==> src/hdl/adcc_regs.vh <==
// Purpose: register map, field positions and timing counts of the conversion control
// Assumes: 32-bit APB, one aligned word per register
// Notes: included by adcc_top.v
`ifndef ADCC_REGS_VH
`define ADCC_REGS_VH
`define ADCC_CSR_OFF 12'h000
`define ADCC_RESH_OFF 12'h004
`define ADCC_RESL_OFF 12'h008
`define ADCC_IRQ_STAT_OFF 12'h00C
`define ADCC_IRQ_MASK_OFF 12'h010
`define ADCC_PORT_OFF 12'h014
`define ADCC_MODE_OFF 12'h018
`define ADCC_CSR_CH_LSB 0
`define ADCC_CSR_CH_MSB 3
`define ADCC_CSR_ON_BIT 5
`define ADCC_CSR_DONE_BIT 7
`define ADCC_MODE_WAIT_BIT 0
`define ADCC_MODE_HALT_BIT 1
`define ADCC_MODE_STAB_BIT 2
`define ADCC_CSR_RESET 8'h00
`define ADCC_RES_FULL 10'h3FF
`define ADCC_RES_ZERO 10'h000
`define ADCC_CONV_CYCLES 16
`define ADCC_STAB_CYCLES 64
`endif

==> src/hdl/adcc_top.v <==
// Purpose: control of a 10-bit continuously converting analog-to-digital converter
// Assumes: pclk 125 MHz, presetn asynchronous active low, APB slave, analog front end
//    delivers a 10-bit code plus over/under range flags for the selected channel
// Notes: one event (conversion done) feeds the sticky interrupt status
//
// The implementer's own choices: the placing of the registers and the APB slave port.
`timescale 1ns/100ps
`include "adcc_regs.vh"
module adcc_top #(
   parameter CONV_CYCLES = `ADCC_CONV_CYCLES,
   parameter STAB_CYCLES = `ADCC_STAB_CYCLES,
   parameter PORT_WIDTH = 16
) (
   input wire pclk,
   input wire presetn,
   input wire psel,
   input wire penable,
   input wire pwrite,
   input wire [11:0] paddr,
   input wire [31:0] pwdata,
   output reg [31:0] prdata,
   output reg pready,
   output reg pslverr,
   input wire [9:0] analog_code,
   input wire analog_over,
   input wire analog_under,
   input wire [PORT_WIDTH-1:0] port_pins,
   input wire halt_req,
   input wire wait_req,
   output reg [3:0] channel_select_field,
   output reg converter_power,
   output reg sample_start,
   output reg irq
);

// ----------------------------------------
// state and registers
// ----------------------------------------
localparam ST_OFF = 3'b001;
localparam ST_CONV = 3'b010;
localparam ST_HALT = 3'b100;

reg [2:0] state;
reg [2:0] next_state;
reg converter_on;
reg done_flag;
reg [7:0] result_high_reg;
reg [1:0] result_low_reg;
reg [15:0] conv_cnt;
reg [15:0] stab_cnt;
reg irq_stat;
reg irq_mask;
reg wait_seen;

wire wr_acc = psel & penable & pwrite;
wire rd_acc = psel & penable & ~pwrite;
wire csr_wr = wr_acc & (paddr == `ADCC_CSR_OFF);
wire [3:0] new_ch = pwdata[`ADCC_CSR_CH_MSB:`ADCC_CSR_CH_LSB];
wire new_on = pwdata[`ADCC_CSR_ON_BIT];
wire ch_change = csr_wr & (new_ch != channel_select_field);
wire on_rise = csr_wr & new_on & ~converter_on;
wire conv_end = (state == ST_CONV) & (conv_cnt == CONV_CYCLES[15:0] - 16'h0001) & ~ch_change;
wire rd_high = rd_acc & (paddr == `ADCC_RESH_OFF);
reg [9:0] code;

// clamp above range, clamp below range
always @* begin
   if (analog_over) begin
      code = `ADCC_RES_FULL;
   end else if (analog_under) begin
      code = `ADCC_RES_ZERO;
   end else begin
      code = analog_code;
   end
end

// ----------------------------------------
// conversion sequencer
// ----------------------------------------
always @* begin
   next_state = state;
   case (state)
      ST_OFF: begin
         if (halt_req) begin
            next_state = ST_HALT;
         end else if (on_rise) begin
            next_state = ST_CONV;
         end
      end
      ST_CONV: begin
         // off stops, halt disables; wait_req deliberately ignored
         if (halt_req) begin
            next_state = ST_HALT;
         end else if (csr_wr & ~new_on) begin
            next_state = ST_OFF;
         end
      end
      ST_HALT: begin
         if (!halt_req) begin
            // a write in the wakeup cycle decides, or the sequencer would stall
            next_state = (csr_wr ? new_on : converter_on) ? ST_CONV : ST_OFF;
         end
      end
      default: begin
         next_state = ST_OFF;
      end
   endcase
end

// ----------------------------------------
// channel and enable register
// ----------------------------------------
always @(posedge pclk or negedge presetn) begin
   if (!presetn) begin
      converter_on <= 1'b0;
      channel_select_field <= 4'h0;
   end else if (csr_wr) begin
      channel_select_field <= new_ch;
      converter_on <= new_on;
   end
end

// ----------------------------------------
// sequencer state
// ----------------------------------------
always @(posedge pclk or negedge presetn) begin
   if (!presetn) begin
      state <= ST_OFF;
   end else begin
      state <= next_state;
   end
end

// ----------------------------------------
// conversion timing
// ----------------------------------------
reg conv_restart;
reg [15:0] next_conv_cnt;
reg next_sample_start;
reg next_converter_power;

always @* begin
   conv_restart = (state != ST_CONV) | conv_end | ch_change;
   next_converter_power = (next_state == ST_CONV);
   next_sample_start = next_converter_power & conv_restart;
   if (!next_converter_power || conv_restart) begin
      next_conv_cnt = 16'h0000;
   end else begin
      next_conv_cnt = conv_cnt + 16'h0001;
   end
end

always @(posedge pclk or negedge presetn) begin
   if (!presetn) begin
      conv_cnt <= 16'h0000;
      converter_power <= 1'b0;
      sample_start <= 1'b0;
   end else begin
      conv_cnt <= next_conv_cnt;
      converter_power <= next_converter_power;
      sample_start <= next_sample_start;
   end
end

// ----------------------------------------
// low power modes
// ----------------------------------------
reg [15:0] next_stab_cnt;

always @* begin
   if (state == ST_HALT) begin
      next_stab_cnt = STAB_CYCLES[15:0];
   end else if (stab_cnt != 16'h0000) begin
      next_stab_cnt = stab_cnt - 16'h0001;
   end else begin
      next_stab_cnt = stab_cnt;
   end
end

always @(posedge pclk or negedge presetn) begin
   if (!presetn) begin
      stab_cnt <= 16'h0000;
      wait_seen <= 1'b0;
   end else begin
      stab_cnt <= next_stab_cnt;
      wait_seen <= wait_req;
   end
end

// ----------------------------------------
// results and done flag
// ----------------------------------------
reg next_done_flag;

always @(posedge pclk or negedge presetn) begin
   if (!presetn) begin
      result_high_reg <= 8'h00;
      result_low_reg <= 2'h0;
   end else if (conv_end) begin
      result_high_reg <= code[9:2];
      result_low_reg <= code[1:0];
   end
end

// set wins over the read clear in one cycle; a channel change blocks the set and clears
always @* begin
   if (conv_end) begin
      next_done_flag = 1'b1;
   end else if (ch_change) begin
      next_done_flag = 1'b0;
   end else if (rd_high) begin
      next_done_flag = 1'b0;
   end else begin
      next_done_flag = done_flag;
   end
end

always @(posedge pclk or negedge presetn) begin
   if (!presetn) begin
      done_flag <= 1'b0;
   end else begin
      done_flag <= next_done_flag;
   end
end

// ----------------------------------------
// interrupt status, mask and output
// ----------------------------------------
wire stat_wr = wr_acc & (paddr == `ADCC_IRQ_STAT_OFF);
wire mask_wr = wr_acc & (paddr == `ADCC_IRQ_MASK_OFF);
reg next_irq_stat;
reg next_irq_mask;

// the write-one clear loses to a new done event
always @* begin
   if (conv_end) begin
      next_irq_stat = 1'b1;
   end else if (stat_wr & pwdata[0]) begin
      next_irq_stat = 1'b0;
   end else begin
      next_irq_stat = irq_stat;
   end
   if (mask_wr) begin
      next_irq_mask = pwdata[0];
   end else begin
      next_irq_mask = irq_mask;
   end
end

// built from next values so irq never lags status or mask
always @(posedge pclk or negedge presetn) begin
   if (!presetn) begin
      irq_stat <= 1'b0;
      irq_mask <= 1'b0;
      irq <= 1'b0;
   end else begin
      irq_stat <= next_irq_stat;
      irq_mask <= next_irq_mask;
      irq <= next_irq_stat & next_irq_mask;
   end
end

// ----------------------------------------
// apb slave, zero wait states
// ----------------------------------------
wire setup_phase = psel & ~penable;
reg [31:0] next_prdata;
reg next_pslverr;

// data fetched in setup so it stands through the access cycle
always @* begin
   next_prdata = 32'h00000000;
   next_pslverr = 1'b0;
   if (setup_phase) begin
      case (paddr)
         `ADCC_CSR_OFF: begin
            next_prdata = {24'h000000, done_flag, 1'b0, converter_on, 1'b0,
               channel_select_field};
         end
         `ADCC_RESH_OFF: begin
            next_prdata = {24'h000000, result_high_reg};
         end
         `ADCC_RESL_OFF: begin
            next_prdata = {30'h00000000, result_low_reg};
         end
         `ADCC_IRQ_STAT_OFF: begin
            next_prdata = {31'h00000000, irq_stat};
         end
         `ADCC_IRQ_MASK_OFF: begin
            next_prdata = {31'h00000000, irq_mask};
         end
         `ADCC_PORT_OFF: begin
            next_prdata = {{(32-PORT_WIDTH){1'b0}}, port_pins};
         end
         `ADCC_MODE_OFF: begin
            next_prdata = {29'h00000000, (stab_cnt != 16'h0000),
               (state == ST_HALT), wait_seen};
         end
         default: begin
            next_pslverr = 1'b1;
         end
      endcase
   end
end

always @(posedge pclk or negedge presetn) begin
   if (!presetn) begin
      prdata <= 32'h00000000;
      pready <= 1'b0;
      pslverr <= 1'b0;
   end else begin
      pready <= setup_phase;
      pslverr <= next_pslverr;
      prdata <= next_prdata;
   end
end

endmodule // adcc_top

==> config.mk <==
export PLATFORM = sky130hd
export DESIGN_NAME = adcc_top
export DESIGN_NICKNAME = d
export VERILOG_FILES = /design/src/hdl/adcc_top.v
export VERILOG_INCLUDE_DIRS = /design/src /design/src/hdl
export SDC_FILE = /design/constraint.sdc
export NUM_CORES = 1
export LEC_CHECK = 0
export ABC_AREA = 1
export BUFFER_PORTS_ARGS = -buffer_cell sky130_fd_sc_hd__buf_2
export CAP_MARGIN = 25
export CORE_UTILIZATION = 40
export CTS_BUF_LIST = sky130_fd_sc_hd__clkbuf_2 sky130_fd_sc_hd__clkbuf_4 sky130_fd_sc_hd__clkbuf_8
export CTS_CLUSTER_SIZE = 12
export DETAILED_ROUTE_END_ITERATION = 16
export GPL_TIMING_DRIVEN = 1
export MAX_ROUTING_LAYER = met4
export PLACE_DENSITY = 0.67
export RECOVER_POWER = 25
export SYNTH_ARGS = -nofsm -noshare
export SYNTH_HDL_FRONTEND = slang
export SYNTH_SLANG_ARGS = --single-unit
==> constraint.sdc <==
create_clock -name pclk -period 1.5 [get_ports pclk]
set_input_delay 0.375 -clock pclk [delete_from_list [all_inputs] [get_ports pclk]]
set_output_delay 0.375 -clock pclk [all_outputs]
set_load 0.02 [all_outputs]
**Yosys cells after proc, flatten, opt, wreduce, memory -nomap -nowiden**

Cells that the tools add are included.

- Bitwise gates (word level): 24
- Add/subtract/negate cells: 2
- Eq/ne operators: 13
- Reduce and logical (&&, ||, !) cells: 7
- Muxes and demuxes: 23

Operators by type and width:

| cell | number |
|---|---|
| 16-bit one-hot mux with 7 select lines | 1 |
| 16-bit two-way mux | 4 |
| 12-bit by 5-bit equality test with 1-bit output (second input constant) | 3 |
| 12-bit by 4-bit equality test with 1-bit output (second input constant) | 2 |
| 10-bit two-way mux | 2 |
| 1-bit AND | 17 |
| 16-bit by 1-bit adder with 16-bit output (second input constant) | 1 |
| 16-bit by 4-bit equality test with 1-bit output (second input constant) | 1 |
| 16-bit nonzero test | 1 |
| 16-bit by 1-bit subtractor with 16-bit output (second input constant) | 1 |
| 3-bit two-way mux | 5 |
| 12-bit by 3-bit equality test with 1-bit output (second input constant) | 1 |
| 12-bit logical NOT | 1 |
| 1-bit two-way mux | 9 |
| 3-bit one-hot mux with 3 select lines | 1 |
| 7-bit OR reduction | 1 |
| 3-bit by 2-bit equality test with 1-bit output (second input constant) | 2 |
| 1-bit NOT | 5 |
| 4-bit inequality test | 1 |
| 3-bit by 1-bit equality test with 1-bit output (second input constant) | 1 |
| 3-bit equality test (second input constant) | 1 |
| 3-bit by 2-bit inequality test with 1-bit output (second input constant) | 1 |
| 3-bit nonzero test | 1 |
| 2-bit two-way mux | 1 |
| other kinds (4) | 5 |

- Flip-flop bits (word level): 91
- Word-level logic and storage cells: 86

**Logic depth before layout (Yosys ltp)**

- Word-level depth: 12
- Mapped depth: 12
- Depth with buffers taken out: 11

**Worst setup path after synthesis**

Ideal clock, no wire load.

- Path kind: input to register
- From: input port paddr[0]
- To: register conv_cnt[12]
- Data arrival time: 1.470 ns
- Stages on the path: 9
- Slack: -0.091 ns
- Setup time: 0.121 ns
- Path through: inv_1 > nand2_1 > nor2_2 > nand4_1 > o21ai_1 > nand2_2 > nand4_4 > buf_8 > nor2_2

- Cells in the longest elaborated chain, start to end: 11

Ends and longest elaborated chain:

| element | line | RTL |
|---|---|---|
| start, declared | adcc_top.v:19 | `input wire [11:0] paddr,` |
| 12-bit logical NOT (*) | - |  |
| 1-bit AND (*) | adcc_top.v:57 | `` wire csr_wr = wr_acc & (paddr == `ADCC_CSR_OFF); `` |
| 1-bit AND (2 in a row) | adcc_top.v:61 | `wire on_rise = csr_wr & new_on & ~converter_on;` |
| 3-bit two-way mux | adcc_top.v:86 | `end else if (on_rise) begin` |
| 3-bit two-way mux | adcc_top.v:84 | `if (halt_req) begin` |
| 3-bit one-hot mux with 3 select lines | adcc_top.v:82 | `case (state)` |
| 3-bit by 2-bit equality test with 1-bit output | adcc_top.v:144 | `next_converter_power = (next_state == ST_CONV);` |
| 1-bit logical NOT | adcc_top.v:146 | `if (!next_converter_power \|\| conv_restart) begin` |
| 1-bit logical OR (*) | adcc_top.v:146 |  |
| 16-bit two-way mux (*) | adcc_top.v:146 |  |
| net next_conv_cnt[12] | adcc_top.v:138 | `reg [15:0] next_conv_cnt;` |
| end signal, assigned | adcc_top.v:159 | `conv_cnt <= next_conv_cnt;` |
| end, declared | adcc_top.v:49 | `reg [15:0] conv_cnt;` |

The timed path passes the listed nets; every way through them passes the cells marked *.
A chain may end at the register's enable or synchronous reset.

**Worst setup path in the final report**

- From: register conv_cnt[0]
- To: register conv_cnt[12]

- Cells in the longest elaborated chain, start to end: 7

Ends and longest elaborated chain:

| element | line | RTL |
|---|---|---|
| 16-bit by 4-bit equality test with 1-bit output | adcc_top.v:62 | `wire conv_end = (state == ST_CONV) & (conv_cnt == CONV_CYCLES[15:0] - 16'h0001) & ~ch_change;` |
| 1-bit AND (2 in a row) | adcc_top.v:62 |  |
| 1-bit bitwise OR (2 in a row) | adcc_top.v:143 | `conv_restart = (state != ST_CONV) \| conv_end \| ch_change;` |
| 1-bit logical OR | adcc_top.v:146 |  |
| 16-bit two-way mux (*) | adcc_top.v:146 |  |
| net next_conv_cnt[12] | adcc_top.v:138 |  |

Marked as above.

==> flow_summary.ini <==
[worst_hold_path]
hold_path.class = input pin to register
hold_start = wait_req
min_path_cells = 1
hold_end = wait_seen$_DFF_PN0_

[worst_setup_path]
worstPathRequired_ns = 1.79
cp.arrival_ns = 1.96
timing.rr.start = conv_cnt[0]$_DFF_PN0_
rrSetupSlack_ns = -0.17
r2r_end = conv_cnt[12]$_DFF_PN0_
criticalPathCategory = register to register
critPathLaunchType = register
critPathCaptureType = register
crit_fanout = 8
r2r_cells = 10

[detailed_routing]
avgViaCountPerCell = 4.87
wl_met2_um = 5500
dr_wl_met3_um = 612
drtAntennaViolNets = 0
top_layer_used = met4
dr.pass1.iters = 6
wl_per_cell_um = 13.6
finalWirelength_um = 10800
vias = 3884
drtIter0Drc = 200
drcViolationCount = 0
wl_met1_um = 4460

[place]
dp_hpwl_um = 7160
gp_congestion = 0.882
placed_cells = 759
portBuffers = 76
placed_area_um2 = 5000

[logic_synthesis]
avgSynthCellArea_um2 = 8.11
async_reset_ff_frac = 1.00
yosysUniqueCellTypes = 37
synth_edf_count = 0
yosysWarnings = 0
synth_seq_cells = 75
ys.flop_type = dfrtp_1
syn_inst = 481
ys_seq_area_frac = 0.481
syn_area_um2 = 3900

[finish]
num_antenna_cells = 0
final_area_um2 = 5900
area_growth_pct = 51.1
multi_input_area_um2 = 2180
nets = 745
fin_cells = 798
regArea_um2 = 1880
fill_cells = 745
top_regs = conv_cnt (16), prdata (16), stab_cnt (16)
drive_gt1_frac = 0.444

[power_and_ir_drop]
finalPower_mw = 7.09
p_leak_nw = 2.85
power.density_nw_per_um2 = 1200
peakVddDrop_v = 0.000715

[floorplanning]
ios = 120
core_area_um2 = 9330
rows = 35
die_y_um = 101
start_util = 0.418
die-area_um2 = 10200
die_x_um = 101

[global_route]
grt_antenna_before_repair = 0
grt_pass1_wl_um = 17300
grt_pass1_vias = 3833
grt_overflow = 0
track_usage = 0.225
grt_max_degree = 76

[flow_run]
cap_violations = 0

[timing]
final_hold_viol_count = 0
timing.final.ws_setup_ns = -0.175
fin_crit_ns = 1.67
setup_viol = 30
fin_skew_ns = 0.0127
slew_headroom = 0.312
worst_pin_slew_ns = 1.03
slew_violations = 0
fmax_mhz = 597
rsz0062_at_grt = yes
period_share = 1.12

[clock_tree]
cts.sinks = 75
clkLatencyLatePin_ns = 0.36
numCtsBuffers = 9
clockBufferDepth = 2
clk_pin_slew_ns = 0.08
cts-root-buf = clkbuf_8
cts_tree = built
ctsHtreeMaxLevel = 3

[status]
violations = negative setup slack
status = complete, but fails checks
worst max-delay path, stage by stage, from the launching register on:
cell,delay (ns)
dfrtp_1,0.39
ha_2,0.20
nand2_2,0.09
nor2_4,0.04
buf_4,0.13
nand3b_1,0.12
nand2_2,0.08
nor2_4,0.11
nand4_4,0.17
buf_16,0.20
nor2_2,0.07
cell families (layout without fill, tap and decap cells):
kind of cell    Yosys count  in the layout  share of synthesized area
compound gates           62             62                     0.0843
xor+xnor                 23             23                     0.0516
flops                    75             75                      0.481
fa+ha+maj                 2              2                    0.00641
simple gates            240            241                      0.282
buf+inv                  78            250                     0.0936
other cells               1             16                   0.000961
routing by layer:
| metal | vias to the layer above | GRT usage |
|---|---|---|
| met4 | 0 | 0.0635 |
| li1 | 1883 | - |
| met1 | 1844 | 0.274 |
| met2 | 132 | 0.380 |
| met3 | 25 | 0.0458 |
| met5 | - | - |
cell usage after synthesis, types with 3 or more instances:
cell     count  share of area
nand2_2      5         0.0080
dfrtp_1     74           0.47
nor4_1       6         0.0096
buf_4       16          0.031
xor2_1      13          0.029
a21oi_1     33          0.042
nand4_1      7          0.011
nand3_1     21          0.027
nor2_2      13          0.021
o21ai_0     21          0.027
nor2_4       3         0.0087
nor2_1      74          0.071
xnor2_1     10          0.022
inv_1       55          0.053
nor3_1      22          0.028
nand2_1     83          0.080
per-stage QoR:
stage | setup slack (ns) | hold WS, ns | setup TNS, ns | util
after floorplan | -0.0683 | 0.0794 | -0.673 | -
after global placement | -0.371 | 0.440 | -11.19 | 0.536
after detailed placement | -0.440 | 0.440 | -13.37 | 0.536
after CTS | -0.151 | 0.0560 | -3.25 | 0.603
after global routing | -0.266 | 0.123 | -7.11 | 0.632
final | -0.175 | 0.131 | -4.02 | 0.632
layout make-up:
| cell class | instances | share of cell area |
|---|---|---|
| Timing Repair Buffer | 176 | 0.205 |
| Tap cell | 129 | 0.0274 |
| Clock inverter | 6 | 0.0193 |
| Sequential cell | 75 | 0.319 |
| Multi-Input combinational cell | 344 | 0.370 |
| Clock buffer | 10 | 0.0223 |
| Inverter | 58 | 0.0373 |
how the worst max path moves through the flow:
stage / start / to / slack, ns / cells after the start
6_report: conv_cnt[0]$_DFF_PN0_ / conv_cnt[12]$_DFF_PN0_ / -0.17 / 10
4_1_cts: conv_cnt[0]$_DFF_PN0_ / result_low_reg[0]$_DFFE_PN0P_ / -0.15 / 9
2_1_floorplan: paddr[7] / conv_cnt[12]$_DFF_PN0_ / -0.07 / 9
3_5_place_dp: paddr[5] / conv_cnt[0]$_DFF_PN0_ / -0.44 / 10
3_3_place_gp: paddr[7] / conv_cnt[3]$_DFF_PN0_ / -0.37 / 10
5_1_grt: conv_cnt[0]$_DFF_PN0_ / result_low_reg[0]$_DFFE_PN0P_ / -0.27 / 10
placed cells by master (no fill, tap or decap), types with 4 or more instances in the layout:
| master | count |
|---|---|
| buf_2 | 76 |
| a21oi_2 | 7 |
| xor2_1 | 12 |
| nand4_1 | 7 |
| a21oi_1 | 26 |
| dfrtp_1 | 72 |
| nor2_4 | 29 |
| inv_1 | 49 |
| buf_6 | 9 |
| nand3_1 | 14 |
| nand2_1 | 70 |
| nor2_2 | 10 |
| inv_2 | 7 |
| o21ai_1 | 5 |
| nor3_2 | 4 |
| buf_4 | 87 |
| nand2_2 | 14 |
| clkbuf_8 | 9 |
| nor3_1 | 15 |
| nand3_2 | 6 |
| nand2_4 | 4 |
| xnor2_1 | 10 |
| nor2_1 | 52 |
| o21ai_0 | 14 |
| conb_1 | 16 |
what timing repair did:
item                                    in CTS  in global routing
setup buffers                               15                  7
pin swaps                                   20                 23
hold endpoints to repair                     0                  0
hold buffers                                 0                  0
endpoints found under the setup margin      44                 54
resized for setup                           60                 62
gates cloned                                 2                  0
report_power, final:
part           leakage [nW]  internal (mW)  switching [mW]  total [mW]
sequential            0.958           2.29           0.244        2.54
combinational          1.78           1.12            1.52        2.64
clock                 0.116           1.13           0.783        1.91
(Power assumes the default switching activity.)
